<file path="src/hdl/csc_pkg.sv">
// Purpose: shared types and constants of the charge sequencer
// Assumes: 20 MHz system clock
// Notes: timer counts are in timebase ticks, not system cycles

package csc_pkg;

  // ****************************************
  // clock and timing
  // ****************************************
  localparam int unsigned CLK_PERIOD_NS = 50;
  localparam int unsigned CLK_MHZ = 1000 / CLK_PERIOD_NS;
  // thermistor sampling interval and sample window
  localparam int unsigned NTC_PERIOD_US = 1000;
  localparam int unsigned NTC_PERIOD_CYC_DEF = NTC_PERIOD_US * CLK_MHZ;
  localparam int unsigned NTC_SAMPLE_US = 10;
  localparam int unsigned NTC_SAMPLE_CYC = NTC_SAMPLE_US * CLK_MHZ;
  localparam int unsigned NTC_CNT_W = 16;

  // ****************************************
  // charge timer
  // ****************************************
  localparam int unsigned TMR_W = 16;
  // full count of resistor timebase ticks for one total charge time
  localparam logic [TMR_W-1:0] TMR_FULL = 16'h4000;
  localparam logic [TMR_W-1:0] TMR_QUARTER = TMR_FULL >> 2;
  localparam logic [TMR_W-1:0] TMR_RELOAD = TMR_FULL - TMR_QUARTER;
  localparam logic [TMR_W-1:0] TMR_RESET = 16'h0000;

  // ****************************************
  // types
  // ****************************************
  typedef enum logic [1:0] {
    ST_OFF,
    ST_CHARGE,
    ST_DONE,
    ST_FAULT
  } csc_state_t;

  // comparator results from the analog side, all active high
  typedef struct packed {
    logic supply_ok;     // supply_input above supply_reference
    logic supply_rev;    // supply_input 25 mV below supply_reference
    logic undervoltage_lockout_ok;       // above undervoltage_lockout
    logic acp_high;      // adapter_ok_inhibit_pin level above 1 V
    logic chg_low;       // charge_status_out level below 1 V
    logic rt_ok;         // timer resistor present
    logic cell_lo;       // cell below 2.5 V
    logic cell_restart;  // cell below 3.9 V
    logic c10;           // charge current below tenth of programmed
    logic ilim;          // input current limit active
    logic ntc_ok;        // thermistor within limits
    logic tick;          // resistor-derived timebase
  } csc_sense_t;

  // controls towards the analog power stage
  typedef struct packed {
    logic charge_en;
    logic conditioning;  // tenth of programmed current
    logic divider_en;    // float divider on battery sense
    logic sleep;
    logic ntc_sample;    // thermistor reference enabled
  } csc_ctrl_t;

endpackage : csc_pkg

</file>
<file path="src/hdl/csc_charge_seq.sv">
// Purpose: start-up, timer, termination and status sequencing of a charger
// Assumes: comparator results arrive asynchronously and are synchronised here
// Notes: open-drain pins are split into output value and enable

`timescale 1ns/1ps

// Operation
// RULE_01: strong pull-down on charge status while actively charging.
// RULE_02: below tenth current, release strong pull-down, enable weak sink.
// RULE_03: timer expiry or supply loss leaves charge status high impedance.
// RULE_04: charge status held below 1V disables timer, conditioning continues. Code senses it only with strong pull-down off, so not in conditioning.
// RULE_05: adapter pin floats high when supply fine; held low inhibits charging.
// RULE_06: short low pulse on adapter pin resets and restarts the charger.
// RULE_07: total charge time set by timer resistor, one hour per 154k.
// RULE_08: no timer resistor, no charge cycle starts.
// RULE_09: unsafe thermistor suspends charging and timer; both resume later.
// RULE_10: thermistor network is sampled at regular intervals only.
// RULE_11: start only with supply above reference, above lockout, pin high.
// RULE_12: cell below 2.5V at start enters conditioning at tenth current.
// RULE_13: cell below 2.5V for quarter time terminates with fault.
// RULE_14: tenth-current detection latches and reloads timer to quarter left.
// RULE_15: tenth-current detection inhibited while input current limited.
// RULE_16: timer expiry stops charging at once, status high impedance.
// RULE_17: after termination, cell below 3.9V restarts a cycle.
// RULE_18: supply removal and return, or adapter pin low, restarts.
// RULE_19: without input voltage the block enters sleep mode.
// RULE_20: float divider disconnected during shutdown.
// RULE_21: supply 25mV below reference drives adapter pin low, disables charger.
// RULE_22: charge timer counts resistor timebase, compared at quarter and full.
module csc_charge_seq #(
  parameter int unsigned NTC_PERIOD_CYC = csc_pkg::NTC_PERIOD_CYC_DEF
) (
  input wire logic sys_clk_in,
  input wire logic rst_n_in,
  input wire csc_pkg::csc_sense_t sense_in,
  output logic charge_status_out,
  output logic charge_status_oe_out,
  output logic charge_status_weak_out,
  output logic adapter_ok_inhibit_pin_out,
  output logic adapter_ok_inhibit_pin_oe_out,
  output csc_pkg::csc_ctrl_t ctrl_out
);
  import csc_pkg::*;

  // ****************************************
  // input synchronisers
  // ****************************************
  csc_sense_t s1_q;
  csc_sense_t s_q;
  logic tick_prev_q;

  always_ff @(posedge sys_clk_in or negedge rst_n_in) begin
    if (!rst_n_in) begin
      s1_q <= '0;
      s_q <= '0;
      tick_prev_q <= 1'b0;
    end else begin
      s1_q <= sense_in;
      s_q <= s1_q;
      tick_prev_q <= s_q.tick;
    end
  end

  // ****************************************
  // qualification and decode
  // ****************************************
  csc_state_t st_q;
  csc_state_t st_d;
  logic [TMR_W-1:0] timer_q;
  logic [TMR_W-1:0] timer_d;
  logic c10_q;
  logic cond_q;
  logic ntc_ok_q;
  logic [NTC_CNT_W-1:0] ntc_cnt_q;

  wire qualified = s_q.supply_ok && s_q.undervoltage_lockout_ok && s_q.acp_high
                   && !s_q.supply_rev;  // see RULE_11 see RULE_05 see RULE_21
  wire charging = (st_q == ST_CHARGE);
  wire strong_pd = charging && !c10_q;  // see RULE_01
  wire weak_sink = charging && c10_q;  // see RULE_02
  // sensed level lags our own drive by the synchroniser; a release glitch is tolerated
  wire defeat = s_q.chg_low && !strong_pd;  // see RULE_04
  wire tick_rise = s_q.tick && !tick_prev_q;
  wire tmr_run = charging && ntc_ok_q && !defeat && tick_rise;  // see RULE_09 see RULE_22
  wire c10_take = charging && !c10_q && !cond_q && s_q.c10
                  && !s_q.ilim;  // see RULE_15
  wire lobat_fault = charging && cond_q && !defeat
                     && (timer_q >= TMR_QUARTER);  // see RULE_13
  wire expired = charging && (timer_q >= TMR_FULL);  // see RULE_16 see RULE_07
  wire start = (st_d == ST_CHARGE) && !charging;
  wire ntc_window = (ntc_cnt_q < NTC_SAMPLE_CYC[NTC_CNT_W-1:0]);
  wire ntc_last = (ntc_cnt_q == NTC_SAMPLE_CYC[NTC_CNT_W-1:0] - 16'h0001);
  wire ntc_wrap = (ntc_cnt_q == NTC_PERIOD_CYC[NTC_CNT_W-1:0] - 16'h0001);

  // ****************************************
  // sequencer
  // ****************************************
  always_comb begin
    st_d = st_q;
    unique case (st_q)
      ST_OFF: begin
        if (qualified && s_q.rt_ok) begin  // see RULE_08 see RULE_11
          st_d = ST_CHARGE;
        end
      end
      ST_CHARGE: begin
        if (!qualified) begin  // see RULE_06 see RULE_18
          st_d = ST_OFF;
        end else if (lobat_fault) begin  // see RULE_13
          st_d = ST_FAULT;
        end else if (expired) begin  // see RULE_16
          st_d = ST_DONE;
        end
      end
      ST_DONE: begin
        if (!qualified) begin
          st_d = ST_OFF;
        end else if (s_q.cell_restart && s_q.rt_ok) begin  // see RULE_17
          st_d = ST_CHARGE;
        end
      end
      ST_FAULT: begin
        // only a manual restart clears a low-battery fault
        if (!qualified) begin  // see RULE_18
          st_d = ST_OFF;
        end
      end
    endcase
  end

  always_comb begin
    timer_d = timer_q;
    if (start || st_q == ST_OFF) begin
      timer_d = TMR_RESET;
    end else if (c10_take) begin
      timer_d = TMR_RELOAD;  // see RULE_14
    end else if (tmr_run) begin
      timer_d = timer_q + 16'h0001;  // see RULE_22
    end
  end

  always_ff @(posedge sys_clk_in or negedge rst_n_in) begin
    if (!rst_n_in) begin
      st_q <= ST_OFF;
      timer_q <= TMR_RESET;
    end else begin
      st_q <= st_d;
      timer_q <= timer_d;
    end
  end

  // tenth-current latch and conditioning flag
  always_ff @(posedge sys_clk_in or negedge rst_n_in) begin
    if (!rst_n_in) begin
      c10_q <= 1'b0;
      cond_q <= 1'b0;
    end else if (start) begin
      c10_q <= 1'b0;
      cond_q <= s_q.cell_lo;  // see RULE_12
    end else begin
      c10_q <= c10_q || c10_take;  // see RULE_14
      cond_q <= cond_q && s_q.cell_lo;
    end
  end

  // ****************************************
  // thermistor sampler
  // ****************************************
  // sampling keeps the reference off most of the time to save supply current
  always_ff @(posedge sys_clk_in or negedge rst_n_in) begin
    if (!rst_n_in) begin
      ntc_cnt_q <= '0;
      ntc_ok_q <= 1'b0;
    end else begin
      ntc_cnt_q <= ntc_wrap ? '0 : ntc_cnt_q + 16'h0001;  // see RULE_10
      if (ntc_last) begin
        ntc_ok_q <= s_q.ntc_ok;  // see RULE_09
      end
    end
  end

  // ****************************************
  // outputs
  // ****************************************
  assign charge_status_out = 1'b0;
  assign charge_status_oe_out = strong_pd;  // see RULE_01 see RULE_03
  assign charge_status_weak_out = weak_sink;  // see RULE_02
  assign adapter_ok_inhibit_pin_out = 1'b0;
  assign adapter_ok_inhibit_pin_oe_out = s_q.supply_rev;  // see RULE_21 see RULE_05
  assign ctrl_out.charge_en = charging && ntc_ok_q;  // see RULE_09
  assign ctrl_out.conditioning = charging && cond_q;  // see RULE_12
  assign ctrl_out.divider_en = (st_q != ST_OFF);  // see RULE_20
  assign ctrl_out.sleep = !s_q.supply_ok;  // see RULE_19
  assign ctrl_out.ntc_sample = ntc_window;  // see RULE_10

  // ****************************************
  // assertions
  // ****************************************
  property p_no_resistor;
    @(posedge sys_clk_in) disable iff (!rst_n_in)
    (st_q == ST_OFF && !s_q.rt_ok) |=> (st_q == ST_OFF);
  endproperty
  a_no_resistor: assert property (p_no_resistor) // see RULE_08
    else $error("charge started without timer resistor");

  property p_start;
    @(posedge sys_clk_in) disable iff (!rst_n_in)
    (st_q == ST_OFF && qualified && s_q.rt_ok)
      |=> charging && charge_status_oe_out && timer_q == TMR_RESET;
  endproperty
  a_start: assert property (p_start) // see RULE_11
    else $error("qualified start did not begin charging");

  property p_inhibit;
    @(posedge sys_clk_in) disable iff (!rst_n_in)
    !s_q.acp_high |=> (st_q == ST_OFF) && !ctrl_out.charge_en;
  endproperty
  a_inhibit: assert property (p_inhibit) // see RULE_05
    else $error("adapter pin low did not inhibit charging");

  property p_reverse;
    @(posedge sys_clk_in) disable iff (!rst_n_in)
    s_q.supply_rev |-> adapter_ok_inhibit_pin_oe_out ##1 !charging;
  endproperty
  a_reverse: assert property (p_reverse) // see RULE_21
    else $error("reverse supply not handled");

  property p_tenth;
    @(posedge sys_clk_in) disable iff (!rst_n_in)
    (c10_take && st_d == ST_CHARGE)
      |=> c10_q && timer_q == TMR_RELOAD && charge_status_weak_out
          && !charge_status_oe_out;
  endproperty
  a_tenth: assert property (p_tenth) // see RULE_14
    else $error("tenth-current detection not latched with reload");

  property p_limit;
    @(posedge sys_clk_in) disable iff (!rst_n_in)
    (charging && !c10_q && s_q.ilim) |=> !c10_q;
  endproperty
  a_limit: assert property (p_limit) // see RULE_15
    else $error("tenth-current detected during current limit");

  property p_expire;
    @(posedge sys_clk_in) disable iff (!rst_n_in)
    (expired && qualified && !lobat_fault)
      |=> st_q == ST_DONE && !charge_status_oe_out && !charge_status_weak_out
          && !ctrl_out.charge_en;
  endproperty
  a_expire: assert property (p_expire) // see RULE_16
    else $error("timer expiry did not terminate");

  property p_lobat;
    @(posedge sys_clk_in) disable iff (!rst_n_in)
    (lobat_fault && qualified) |=> st_q == ST_FAULT ##1 !charge_status_oe_out;
  endproperty
  a_lobat: assert property (p_lobat) // see RULE_13
    else $error("low-battery timeout did not fault");

  property p_restart;
    @(posedge sys_clk_in) disable iff (!rst_n_in)
    (st_q == ST_DONE && qualified && s_q.cell_restart && s_q.rt_ok)
      |=> charging && timer_q == TMR_RESET;
  endproperty
  a_restart: assert property (p_restart) // see RULE_17
    else $error("automatic restart missed");

  property p_pause;
    @(posedge sys_clk_in) disable iff (!rst_n_in)
    (charging && !ntc_ok_q && !c10_take && st_d == ST_CHARGE)
      |-> !ctrl_out.charge_en ##1 timer_q == $past(timer_q);
  endproperty
  a_pause: assert property (p_pause) // see RULE_09
    else $error("thermistor pause did not hold timer");

  property p_defeat;
    @(posedge sys_clk_in) disable iff (!rst_n_in)
    (charging && defeat && !c10_take && st_d == ST_CHARGE)
      |=> timer_q == $past(timer_q);
  endproperty
  a_defeat: assert property (p_defeat) // see RULE_04
    else $error("timer ran while defeated");

  property p_shutdown;
    @(posedge sys_clk_in) disable iff (!rst_n_in)
    (!s_q.supply_ok) |-> ctrl_out.sleep ##1 !ctrl_out.divider_en;
  endproperty
  a_shutdown: assert property (p_shutdown) // see RULE_19 see RULE_20
    else $error("supply loss did not sleep and disconnect divider");

  property p_supply_loss;
    @(posedge sys_clk_in) disable iff (!rst_n_in)
    !s_q.supply_ok |=> !charge_status_oe_out && !charge_status_weak_out;
  endproperty
  a_supply_loss: assert property (p_supply_loss) // see RULE_03
    else $error("supply loss left charge status driven");

  property p_cond_start;
    @(posedge sys_clk_in) disable iff (!rst_n_in)
    (st_q == ST_OFF && qualified && s_q.rt_ok && s_q.cell_lo) |=> ctrl_out.conditioning;
  endproperty
  a_cond_start: assert property (p_cond_start) // see RULE_12
    else $error("depleted cell did not start in conditioning");

  property p_sample_only;
    @(posedge sys_clk_in) disable iff (!rst_n_in)
    !$stable(ntc_ok_q) |-> $past(ctrl_out.ntc_sample);
  endproperty
  a_sample_only: assert property (p_sample_only) // see RULE_10
    else $error("thermistor verdict changed outside a sample window");

  property p_tick_only;
    @(posedge sys_clk_in) disable iff (!rst_n_in)
    (charging && !tick_rise && !c10_take && st_d == ST_CHARGE)
      |=> timer_q == $past(timer_q);
  endproperty
  a_tick_only: assert property (p_tick_only) // see RULE_22
    else $error("timer advanced without a timebase edge");

  property p_fault_hold;
    @(posedge sys_clk_in) disable iff (!rst_n_in)
    (st_q == ST_FAULT && qualified) |=> st_q == ST_FAULT;
  endproperty
  a_fault_hold: assert property (p_fault_hold) // see RULE_13
    else $error("low-battery fault left without manual restart");

  property p_done_hold;
    @(posedge sys_clk_in) disable iff (!rst_n_in)
    (st_q == ST_DONE && qualified && !s_q.cell_restart) |=> st_q == ST_DONE;
  endproperty
  a_done_hold: assert property (p_done_hold) // see RULE_17
    else $error("restart without low cell voltage");

  property p_unqualify;
    @(posedge sys_clk_in) disable iff (!rst_n_in)
    (st_q != ST_OFF && !qualified) |=> st_q == ST_OFF ##1 timer_q == TMR_RESET;
  endproperty
  a_unqualify: assert property (p_unqualify) // see RULE_06
    else $error("loss of qualification did not reset the charger");

  property p_c10_hold;
    @(posedge sys_clk_in) disable iff (!rst_n_in)
    (charging && c10_q && st_d == ST_CHARGE) |=> c10_q && charge_status_weak_out;
  endproperty
  a_c10_hold: assert property (p_c10_hold) // see RULE_14
    else $error("tenth-current latch dropped while charging");

endmodule : csc_charge_seq

</file>
<file path="config.mk">
export PLATFORM = sky130hd
export DESIGN_NAME = csc_charge_seq
export DESIGN_NICKNAME = d
export VERILOG_FILES = /design/src/hdl/csc_pkg.sv /design/src/hdl/csc_charge_seq.sv
export SDC_FILE = /design/constraint.sdc
export NUM_CORES = 1
export LEC_CHECK = 0
export BUFFER_PORTS_ARGS = -buffer_cell sky130_fd_sc_hd__buf_4
export CORE_ASPECT_RATIO = 2
export CORE_MARGIN = 4
export CORE_UTILIZATION = 35
export DETAILED_ROUTE_END_ITERATION = 12
export PLACE_DENSITY = 0.51
export SYNTH_ARGS = -nofsm -noshare
export SYNTH_HDL_FRONTEND = slang
export SYNTH_SLANG_ARGS = --single-unit
export TNS_END_PERCENT = 50
</file>
<file path="constraint.sdc">
create_clock -name sys_clk_in -period 1.59 [get_ports sys_clk_in]
set_input_delay 0.2385 -clock sys_clk_in [delete_from_list [all_inputs] [get_ports sys_clk_in]]
set_output_delay 0.2385 -clock sys_clk_in [all_outputs]
set_load 0.005 [all_outputs]
</file>
==> results_dict.tcl <==
set metrics [dict create \
    critPathArrivalTime_ps 1510 \
    antenna-diode-count 0 \
    cts_tree "yes" \
    area_growth_pct 35.6 \
    clockBufferDepth 2 \
    die_y_um 129 \
    coreArea_um2 6990 \
    seq_area_frac_synth_pct 60.9 \
    antenna_found_initial 0 \
    fp.dieW_um 68.3 \
    fp.dieArea_um2 8790 \
    ctsHtreeMaxLevel 3 \
    fin_crit_sh_pct 110 \
    rsz0062_at_grt "true" \
    synth.avg_cell_area_um2 11.6 \
    rows 43 \
    grt_max_degree 33 \
    peakVddDrop_v 0.000814 \
    hold_path_class "in -> reg" \
    io_pins 24 \
    cts-buffers-inserted 9 \
    ys_warn_count 0 \
    drt-initial-drc-count 70 \
    grt_pass1_wl_um 8400 \
    critPathRequiredTime_ps 1350 \
    ys_types 38 \
    start_util_pct 36.4 \
    grt_pass1_vias 1890 \
    io_buffers 21 \
    drive_gt1_share_pct 29.5 \
    avgViaCountPerCell 4.72 \
    post_drt_wl_per_cell_um 13.3 \
    max_freq_ghz 0.572 \
    drv_cap 0 \
    critPathMaxFanout 4 \
    path_class "reg -> out" \
    synth_area_um2 2550 \
    slew_violations 0 \
    fin_util_pct 49.4 \
    place_ws_ps -26.5 \
    routabilityCongestion 0.840 \
    p_per_area_nw_per_um2 1160 \
    violations "negative setup slack" \
    fin_crit_ps 1750 \
    hold_viol 0 \
    drt-pass1-iter-count 4 \
    p_leak_nw 1.61 \
    overflow 0 \
    cts_sinks 62 \
    ant_nets 0 \
    start_kind "flip-flop" \
    grt_usage_pct 13.2 \
    fin_nets 294 \
    setup_violations 2 \
    holdWs_ps 23.2 \
    cts_root_buf "clkbuf_16" \
    dpl.hpwl_um 3580 \
    cts.reportedPaths.clkPinSlew_ps 50 \
    skew_ps 3.68 \
    setup_ws_ps -160 \
    ys_ff_latch 62 \
    drc 0 \
    wl_um 4950 \
    netlist_instances 219 \
    insertion_delay_ps 320 \
    worstSetupEndpointType "output pin" \
    status "finished with violations" \
    vias 1751 \
    setup-tns-final_ps -185 \
]
[power breakdown]
group	internal, mW	switching (mW)
Sequential	1.62	0.0152
Clock	1.65	0.637
Combinational	0.0528	0.0540
Total	3.32	0.707
[synth_stat cells (all sizes together)]
cell / count / area share [%]
dfrtp: 62 / 61
nor2: 27 / 4.6
xor2: 17 / 5.8
nand3: 15 / 3.4
nand2: 13 / 1.9
nand4: 9 / 2.2
a21oi: 8 / 1.6
and3: 7 / 1.9
buf: 6 / 1.8
xnor2: 6 / 2.1
o21ai: 5 / 0.98
or3: 5 / 1.2
inv: 4 / 0.59
and2: 3 / 0.74
ha: 3 / 1.5
mux2i: 3 / 1.2
nand2b: 3 / 0.74
nor2b: 3 / 0.74
nor3: 3 / 0.59
nor4: 3 / 1.3
a31oi: 2 / 0.49
and3b: 2 / 0.69
a211oi: 1 / 0.29
and4: 1 / 0.34
clkbuf: 1 / 0.15
conb: 1 / 0.15
mux2: 1 / 0.44
nand4b: 1 / 0.34
o2111ai: 1 / 0.34
o21a: 1 / 0.29
or2: 1 / 0.25
or4b: 1 / 0.39
[per-layer routing]
metal / global-route usage (%) / vias up / routed length (um)
li1: - / 860 / -
met1: 13.5 / 838 / 1880
met2: 22.2 / 39 / 2700
met3: 4.02 / 14 / 191
met4: 8.91 / 0 / 181
met5: 0 / - / 0
[registers in the layout, summed over array words and instances, names as in the netlist]
name                           count
cond_q                             1
ntc_cnt_q                         16
st_q                               2
adapter_ok_inhibit_pin_oe_out      1
s_q                               11
c10_q                              1
ntc_ok_q                           1
s1_q                              12
timer_q                           16
tick_prev_q                        1
[placed cells by master, fill, tap and decap left out, types with 6 or more instances in the layout]
cell	synthesis	layout
dfrtp_1	62	62
buf_4	4	49
nor2_1	26	24
xor2_1	17	17
nand3_1	14	14
nand2_1	13	13
nand4_1	9	9
clkbuf_16	0	9
a21oi_1	8	8
xnor2_1	6	6
[cell families (layout without fill, tap and decap cells)]
| logic type | after synthesis | count (layout) | share of synthesized area (%) |
|---|---|---|---|
| compound gates | 18 | 18 | 3.98 |
| xor+xnor | 23 | 23 | 7.90 |
| fa+ha+maj | 3 | 3 | 1.47 |
| buf+inv | 11 | 72 | 2.55 |
| flops | 62 | 62 | 60.9 |
| mux | 4 | 4 | 1.62 |
| other cells | 1 | 2 | 0.147 |
| simple gates | 97 | 97 | 21.5 |
[critical path: stages, from the launching register on]
cell	delay, ps
dfrtp_1	400
or3_1	450
a31oi_2	190
buf_4	140
[path summary, 6_finish.rpt]
check,from,to,slack (ps),cells past startpoint
max,ntc_cnt_q[4],ctrl_out[0],-160,3
max in group asynchronous,rst_n_in,s_q[5],720,3
min,sense_in[10],s1_q[10],20,1
min in group asynchronous,rst_n_in,adapter_ok_inhibit_pin_oe_out,410,2
max reg2reg,ntc_cnt_q[15],ntc_ok_q,-30,5
min reg2reg,s1_q[6],s_q[6],340,0
[final cells by class]
type                       instances  area (um^2)
timing repair buffer              53          429
tap                               90          113
fill                             638         3540
clock inverter                     3         90.1
clock buffer                      12          267
sequential                        62         1550
inverter                           4         15.0
multi-input combinational        147          991
[stage by stage]
step | instance area [um^2] | std cells | power [mW]
after global placement | 3000 | 351 | 1.77
after CTS | 3380 | 366 | 4.09
after global routing | 3460 | 371 | 4.17
after detailed placement | 3000 | 351 | 1.77
final | 3460 | 371 | 4.03
after floorplan | 2550 | 220 | 1.68
[repair_timing]
| item | in CTS | in global routing |
|---|---|---|
| buffers inserted | 0 | 5 |
| setup endpoints to repair | 5 | 15 |
| pin swaps | 1 | 10 |
| hold buffers | 1 | 0 |
| gates resized for setup | 4 | 11 |
| endpoints found under the hold margin | 28 | 0 |
No activity file was read; power rests on OpenSTA's default activity.
